$ cat src/verilog/pcwg_regs.vh
/*
 Offsets, field positions and reset values for the configuration write guard.
 Assumes it is included by bare name from the design files.
*/
`ifndef PCWG_REGS_VH
`define PCWG_REGS_VH

// ----------------------------------------------------------------
// Local address map (byte addresses on the internal bus)
// ----------------------------------------------------------------
`define PCWG_PCI_STATUS_WORD_ADDR 32'hFFFED006
`define PCWG_CLASS_CODE_BYTE_ADDR 32'hFFFED008
`define PCWG_SUBCLASS_CODE_BYTE_ADDR 32'hFFFED009
`define PCWG_REVISION_BYTE_ADDR 32'hFFFED00B
`define PCWG_SUBSYSTEM_VENDOR_WORD_ADDR 32'hFFFED02C
`define PCWG_SUBSYSTEM_IDENT_WORD_ADDR 32'hFFFED02E
`define PCWG_MAX_LATENCY_BYTE_ADDR 32'hFFFED03C
`define PCWG_MIN_GRANT_BYTE_ADDR 32'hFFFED03D
`define PCWG_INTERRUPT_PIN_BYTE_ADDR 32'hFFFED03E
`define PCWG_CFG_BASE 32'hFFFED000

// ----------------------------------------------------------------
// Configuration dword indices holding guarded fields
// ----------------------------------------------------------------
`define PCWG_DW_STATUS 6'h01
`define PCWG_DW_CLASS 6'h02
`define PCWG_DW_SUBSYS 6'h0B
`define PCWG_DW_LATGNT 6'h0F

// ----------------------------------------------------------------
// Bits owned by this block in each dword (local-write-only)
// ----------------------------------------------------------------
`define PCWG_FAST_B2B_CAPABLE_BIT 23
`define PCWG_USER_FEATURE_CAPABLE_BIT 22
`define PCWG_MASK_STATUS 32'h00C00000
`define PCWG_MASK_CLASS 32'hFF00FFFF
`define PCWG_MASK_SUBSYS 32'hFFFFFFFF
`define PCWG_MASK_LATGNT 32'h00FFFFFF
`define PCWG_MASK_NONE 32'h00000000

// ----------------------------------------------------------------
// Reset values
// ----------------------------------------------------------------
`define PCWG_RST_STATUS 32'h00000000
`define PCWG_RST_CLASS 32'h00000000
`define PCWG_RST_SUBSYS 32'h00000000
`define PCWG_RST_LATGNT 32'h00000000

`endif

$ cat src/verilog/pcwg_cfg_word.v
/*
 One guarded configuration dword with per-lane write merging.
 Assumes both write ports are on the same clock and reset already synchronised.
*/
`timescale 1ns/1ns
`include "pcwg_regs.vh"

module pcwg_cfg_word #(
	parameter [31:0] LOCAL_MASK = 32'hFFFFFFFF,
	parameter [31:0] PCI_MASK = 32'h00000000,
	parameter [31:0] RESET_VAL = 32'h00000000
) (
	// Clock and reset
	input wire clk_in,
	input wire rst_b_in,
	// Local CPU write
	input wire loc_wr_in,
	input wire [3:0] loc_be_in,
	input wire [31:0] loc_wdata_in,
	// External configuration write
	input wire pci_wr_in,
	input wire [3:0] pci_be_in,
	input wire [31:0] pci_wdata_in,
	// Stored value
	output wire [31:0] word_out
);

	genvar lane;
	generate
		for (lane = 0; lane < 4; lane = lane + 1) begin : g_lane
			// One register per lane keeps a single driver per flip-flop
			reg [7:0] byte_q;
			wire [7:0] lmask;
			wire [7:0] pmask;
			wire [7:0] loc_sel;
			wire [7:0] pci_sel;
			assign lmask = LOCAL_MASK[lane*8 +: 8];
			// Guarded bits are masked out of PCI_MASK, so external data cannot reach them
			assign pmask = PCI_MASK[lane*8 +: 8] & ~lmask; // RQ1
			assign loc_sel = (loc_wr_in && loc_be_in[lane]) ? lmask : 8'h00; // RQ6
			assign pci_sel = (pci_wr_in && pci_be_in[lane]) ? pmask : 8'h00;
			assign word_out[lane*8 +: 8] = byte_q;
			always @(posedge clk_in or negedge rst_b_in) begin
				if (!rst_b_in) begin
					byte_q <= RESET_VAL[lane*8 +: 8];
				end else begin
					// Separate masks per source: a coinciding external write cannot latch
					byte_q <= (byte_q & ~(loc_sel | pci_sel))
						| (loc_wdata_in[lane*8 +: 8] & loc_sel)
						| (pci_wdata_in[lane*8 +: 8] & pci_sel); // RQ4
				end
			end
		end
	endgenerate

endmodule

$ cat src/verilog/pcwg_guard.v
/*
 Local-write-only guard for configuration header fields of the PCI controller in
 target mode. Local CPU writes by byte address; external masters use dword index.
 Assumes the PCI target front end delivers decoded configuration cycles on
 ref_clk_in; non-guarded configuration bits live elsewhere and read here as zero.
*/
`timescale 1ns/1ns
`include "pcwg_regs.vh"

// How it works
// RQ1 - External config writes leave guarded bits unchanged
// RQ2 - Status capability bits guarded from external writes
// RQ3 - Class, revision, subsystem, latency, grant, pin guarded
// RQ4 - Guard holds during concurrent local CPU writes
// RQ5 - External master should read-modify-write guarded words
// RQ6 - Local CPU writes update; external reads allowed
module pcwg_guard (
	// Clock and reset
	input wire ref_clk_in,
	input wire rst_b_in,
	// Local CPU access, byte addressed
	input wire loc_wr_in,
	input wire loc_rd_in,
	input wire [31:0] loc_addr_in,
	input wire [3:0] loc_be_in,
	input wire [31:0] loc_wdata_in,
	output wire loc_ack_out,
	output wire [31:0] loc_rdata_out,
	// External configuration access, dword indexed
	input wire cfg_wr_in,
	input wire cfg_rd_in,
	input wire [5:0] cfg_dw_in,
	input wire [3:0] cfg_be_in,
	input wire [31:0] cfg_wdata_in,
	output wire cfg_ack_out,
	output wire [31:0] cfg_rdata_out,
	// Guarded field values for the controller
	output wire fast_back_to_back_capable_out,
	output wire user_feature_capable_out,
	output wire [23:0] class_code_out,
	output wire [7:0] revision_out,
	output wire [15:0] subsystem_vendor_out,
	output wire [15:0] subsystem_ident_out,
	output wire [7:0] max_latency_out,
	output wire [7:0] min_grant_out,
	output wire [7:0] interrupt_pin_out
);

	// ----------------------------------------------------------------
	// Reset synchroniser
	// ----------------------------------------------------------------
	reg rst_meta_q;
	reg rst_sync_q;

	always @(posedge ref_clk_in or negedge rst_b_in) begin
		if (!rst_b_in) begin
			rst_meta_q <= 1'b0;
			rst_sync_q <= 1'b0;
		end else begin
			rst_meta_q <= 1'b1;
			rst_sync_q <= rst_meta_q;
		end
	end

	// ----------------------------------------------------------------
	// Address decode
	// ----------------------------------------------------------------
	// Dword index to one-hot word select; used for both access ports
	function [3:0] dw_sel;
		input [5:0] dw;
		begin
			if (dw == `PCWG_DW_STATUS) begin
				dw_sel = 4'h1;
			end else if (dw == `PCWG_DW_CLASS) begin
				dw_sel = 4'h2;
			end else if (dw == `PCWG_DW_SUBSYS) begin
				dw_sel = 4'h4;
			end else if (dw == `PCWG_DW_LATGNT) begin
				dw_sel = 4'h8;
			end else begin
				dw_sel = 4'h0;
			end
		end
	endfunction

	wire loc_in_win;
	wire [5:0] loc_dw;
	wire [3:0] loc_sel;
	wire [3:0] cfg_sel;

	assign loc_in_win = ({loc_addr_in[31:8], 8'h00} == `PCWG_CFG_BASE);
	assign loc_dw = loc_addr_in[7:2];
	assign loc_sel = loc_in_win ? dw_sel(loc_dw) : 4'h0;
	assign cfg_sel = dw_sel(cfg_dw_in);

	// ----------------------------------------------------------------
	// Guarded words
	// ----------------------------------------------------------------
	// Parameter overrides need constants, so the tables are localparams
	localparam [127:0] LMASK_ALL = {`PCWG_MASK_LATGNT, `PCWG_MASK_SUBSYS, `PCWG_MASK_CLASS,
		`PCWG_MASK_STATUS}; // RQ2 RQ3
	localparam [127:0] RST_ALL = {`PCWG_RST_LATGNT, `PCWG_RST_SUBSYS, `PCWG_RST_CLASS,
		`PCWG_RST_STATUS};

	wire [31:0] word_w [0:3];

	genvar w;
	generate
		for (w = 0; w < 4; w = w + 1) begin : g_word
			pcwg_cfg_word #(
				.LOCAL_MASK(LMASK_ALL[w*32 +: 32]),
				.PCI_MASK(`PCWG_MASK_NONE),
				.RESET_VAL(RST_ALL[w*32 +: 32])
			) u_word (
				.clk_in(ref_clk_in),
				.rst_b_in(rst_sync_q),
				.loc_wr_in(loc_wr_in && loc_sel[w]), // RQ6
				.loc_be_in(loc_be_in),
				.loc_wdata_in(loc_wdata_in),
				.pci_wr_in(cfg_wr_in && cfg_sel[w]), // RQ1
				.pci_be_in(cfg_be_in),
				.pci_wdata_in(cfg_wdata_in),
				.word_out(word_w[w])
			);
		end
	endgenerate

	// ----------------------------------------------------------------
	// Read paths
	// ----------------------------------------------------------------
	function [31:0] rd_mux;
		input [3:0] sel;
		input [31:0] w0;
		input [31:0] w1;
		input [31:0] w2;
		input [31:0] w3;
		begin
			rd_mux = ({32{sel[0]}} & w0) | ({32{sel[1]}} & w1)
				| ({32{sel[2]}} & w2) | ({32{sel[3]}} & w3);
		end
	endfunction

	reg [31:0] loc_rdata_q;
	reg [31:0] cfg_rdata_q;
	reg loc_ack_q;
	reg cfg_ack_q;

	always @(posedge ref_clk_in or negedge rst_sync_q) begin
		if (!rst_sync_q) begin
			loc_rdata_q <= 32'h00000000;
			cfg_rdata_q <= 32'h00000000;
			loc_ack_q <= 1'b0;
			cfg_ack_q <= 1'b0;
		end else begin
			loc_ack_q <= loc_wr_in | loc_rd_in;
			cfg_ack_q <= cfg_wr_in | cfg_rd_in;
			if (loc_rd_in) begin
				loc_rdata_q <= rd_mux(loc_sel, word_w[0], word_w[1], word_w[2], word_w[3]);
			end
			// External reads see the stored value; read-back enables RMW upstream
			if (cfg_rd_in) begin
				cfg_rdata_q <= rd_mux(cfg_sel, word_w[0], word_w[1], word_w[2],
					word_w[3]); // RQ6 RQ5
			end
		end
	end

	assign loc_ack_out = loc_ack_q;
	assign cfg_ack_out = cfg_ack_q;
	assign loc_rdata_out = loc_rdata_q;
	assign cfg_rdata_out = cfg_rdata_q;

	// ----------------------------------------------------------------
	// Field outputs
	// ----------------------------------------------------------------
	assign fast_back_to_back_capable_out = word_w[0][`PCWG_FAST_B2B_CAPABLE_BIT];
	assign user_feature_capable_out = word_w[0][`PCWG_USER_FEATURE_CAPABLE_BIT];
	assign revision_out = word_w[1][31:24];
	assign class_code_out = word_w[1][23:0];
	assign subsystem_vendor_out = word_w[2][15:0];
	assign subsystem_ident_out = word_w[2][31:16];
	assign max_latency_out = word_w[3][7:0];
	assign min_grant_out = word_w[3][15:8];
	assign interrupt_pin_out = word_w[3][23:16];

endmodule

$ cat config.mk
export PLATFORM = sky130hd
export DESIGN_NAME = pcwg_guard
export DESIGN_NICKNAME = d
export VERILOG_FILES = /design/src/verilog/pcwg_cfg_word.v /design/src/verilog/pcwg_guard.v
export VERILOG_INCLUDE_DIRS = /design/src /design/src/verilog
export SDC_FILE = /design/constraint.sdc
export NUM_CORES = 1
export LEC_CHECK = 0
export ABC_AREA = 0
export BUFFER_PORTS_ARGS = -buffer_cell sky130_fd_sc_hd__buf_2
export CORE_MARGIN = 3
export CORE_UTILIZATION = 40
export CTS_CLUSTER_DIAMETER = 200
export DETAILED_ROUTE_END_ITERATION = 10
export GPL_TIMING_DRIVEN = 0
export PLACE_DENSITY = 0.65
export RECOVER_POWER = 25
export SLEW_MARGIN = 20
export SYNTH_ARGS = -nofsm -noshare
export SYNTH_HDL_FRONTEND = slang
export SYNTH_SLANG_ARGS = --single-unit
$ cat constraint.sdc
create_clock -name ref_clk_in -period 6.4 [get_ports ref_clk_in]
set_input_delay 1.28 -clock ref_clk_in [delete_from_list [all_inputs] [get_ports ref_clk_in]]
set_output_delay 1.28 -clock ref_clk_in [all_outputs]
set_load 0.01 [all_outputs]
==> summary.txt <==
Period minus WS final - 4181 ps
Crit start category - register
CP required - 6320 ps
Crit-path leading delay family - buffers and inverters
Post-route setup TNS - 0 ps
Die Wd - 137.8 um
Mean post-synth cell area - 11.45 sq um
Finished Layout Cells - 1,091
Crit-path slowest cell - clkbuf_1
RSZ-0062 raised after global routing - no
Row cnt - 47
Max_cap viols - 2
DRC Markers - 0
Syn-to-layout area delta - 30.89%
Static Leak - 4.486 nW
CTS sink cnt - 150
Area contributors post-synth - dfrtp_1 (54%), mux2_2 (17%), nand2_1 (3.7%)
First-pass GRT wire length - 32,160 um
Internal - 0.001743 W
Clock power frac - 0.511
CTS buffer count - 17
CTS H-tree lvls - 4
Psw - 0.0004995 W
Synth top cells by count - dfrtp_1 (150), mux2_2 (102), nand2_1 (69), inv_1 (54), nor2_1 (28)
Crit path cell chain - clkbuf_1
Placed insts - 1,059
Die Area - 18,990 sq um
Crit path largest cell delay - 2060 ps
#FFs+latches synth - 150
CTS root buf - clkbuf_16
Total wire length - 21,500 um
Vias in the first global route - 5,694
Die Ht - 137.8 um
Maximum vdd drop - 0.1780 mV
Pin count of the biggest net entering global routing - 56
Worst Tran Pin Value - 2804 ps
Setup Viol. Count Final - 0
Clock skew - 7.923 ps
# port buffers - 222
Tcrit/Tclk final - 0.6532
Core Box Area - 16,820 sq um
# Post-CTS Setup Buffers - 0
Fin nets - 974
Hold_buf cts - 0
Fraction of layout cells with a size suffix above 1 - 0.4460
Initial antenna violation count - 4
Seq/Total Area, Yosys - 0.5401
Placed Area - 8451 sq um
CP endpoint kind - async pin
Area leader, netlist - dfrtp_1
Slew Limit Fails - 96
Most numerous cell in the Yosys netlist - dfrtp_1
Yosys Warn Count - 0
CTS tree - done
Most used DFF post-synth - dfrtp_1
Critical path fanouts, max - 53
WP buf/inv - 1
Resize count post-CTS - 0
Violated checks - max-capacitance violations, max-slew violations
WL per Instance - 19.70 um
Critical path type - reg -> async
DR pass1 iterations - 5
Vias - 5,721
Hold Path Class - reg -> reg
Hold Violations, Final - 0
GRT Util Overall - 0.2255
Syn Inst Count - 607
Status - complete, but fails checks
PwrDens - 246.5 nW/um^2
DR iter-0 viols - 272
Crit path DAT - 4100 ps
Post-Synthesis Cell Area - 6950 sq um
Gate power share - 0.055
FILL cells - 1,550
Top Ports - 272
Post-synth EDFFs - 0
Ys async rst share - 1.000
Design Area, Final - 9097 sq um
Sw Share - 0.2227
Fmax - 239.2 MHz
Yosys top cell area share - 0.5401
Drt via density - 5.244
Gr ovfl total - 0
Sequential share of power - 0.434
HPWL after DPL - 15,570 um
Clock Path Buffers - 2
Yosys cell types - 37
Max_slew headroom - -0.8694
Post-route ant nets - 0
Clock latency on the worst-skew pair - 420 ps
Clk slew on worst S/H paths - 60 ps
GPL Wtd Cong - 0.8086
Starting Density - 0.4133
[per-layer routing]
layer | up-vias | wire length [um] | track usage
met5 | - | 38 | 0
met4 | 6 | 378 | 0.07903
met3 | 29 | 1351 | 0.04529
met1 | 2806 | 9209 | 0.2988
li1 | 2668 | - | -
met2 | 212 | 10520 | 0.3690
[power by group through the flow]
stage	clock [W]	combinational, W	sequential, W
2_1_floorplan	0	0.0000437	0.00100
3_3_place_gp	0	0.000106	0.00100
3_5_place_dp	0	0.000126	0.000991
4_1_cts	0.00117	0.000126	0.000974
5_1_grt	0.00120	0.000137	0.000975
6_report	0.00115	0.000124	0.000973
[kinds of logic after synthesis]
kind of cell / share of synthesized area
mux: 0.1800
other cells: 0.001081
buf+inv: 0.05472
flops: 0.5401
compound gates: 0.07885
simple gates: 0.1453
[final cells by class]
| cell class | instances | area, sq um | area share |
|---|---|---|---|
| Clock buffer | 17 | 425.4 | 0.04676 |
| Inverter | 54 | 202.7 | 0.02228 |
| Multi-Input combinational cell | 373 | 2864 | 0.3148 |
| Tap cell | 220 | 275.3 | 0.03026 |
| Sequential cell | 150 | 3754 | 0.4126 |
| Antenna cell | 1 | 2.502 | 0.0002751 |
| Buffer | 37 | 177.7 | 0.01953 |
| Clock inverter | 14 | 247.7 | 0.02723 |
| Timing Repair Buffer | 225 | 1149 | 0.1263 |
[worst paths after layout]
check                                          start                             to  slack (ps)  cells past startpoint
worst max-delay path            rst_sync_q$_DFF_PN0_  cfg_rdata_out[19]$_DFFE_PN0P_        2220                      1
worst min register to register  rst_meta_q$_DFF_PN0_           rst_sync_q$_DFF_PN0_         360                      0
worst max register to register  rst_sync_q$_DFF_PN0_  cfg_rdata_out[19]$_DFFE_PN0P_        2220                      1
min in group asynchronous                   rst_b_in           rst_meta_q$_DFF_PN0_         630                      1
max in group ref_clk_in               loc_addr_in[9]                       register        3010                      5
worst min-delay path            rst_meta_q$_DFF_PN0_           rst_sync_q$_DFF_PN0_         360                      0
[metrics by stage]
step / utilization / hold WS [ps] / worst slack, ps / power [W]
after floorplan: - / 331.2 / 1911 / 0.001047
after global placement: 0.4972 / 333.8 / 46.97 / 0.001110
after detailed placement: 0.5025 / 351.0 / 2551 / 0.001117
after CTS: 0.5425 / 365.5 / 2996 / 0.002265
after global routing: 0.5409 / 365.8 / 1438 / 0.002312
final: 0.5409 / 360.9 / 2219 / 0.002243
[cells in the final DEF (no fill, tap or decap), types with 12 or more instances in the layout]
master / instances
dfrtp_1: 150
o22ai_1: 12
inv_1: 54
a41oi_1: 18
nor2_1: 28
nand3_1: 19
o221ai_1: 16
buf_2: 222
nand2_1: 69
clkbuf_1: 28
clkbuf_16: 17
mux2_2: 102
Note: power is estimated with default switching activity, not from simulation.
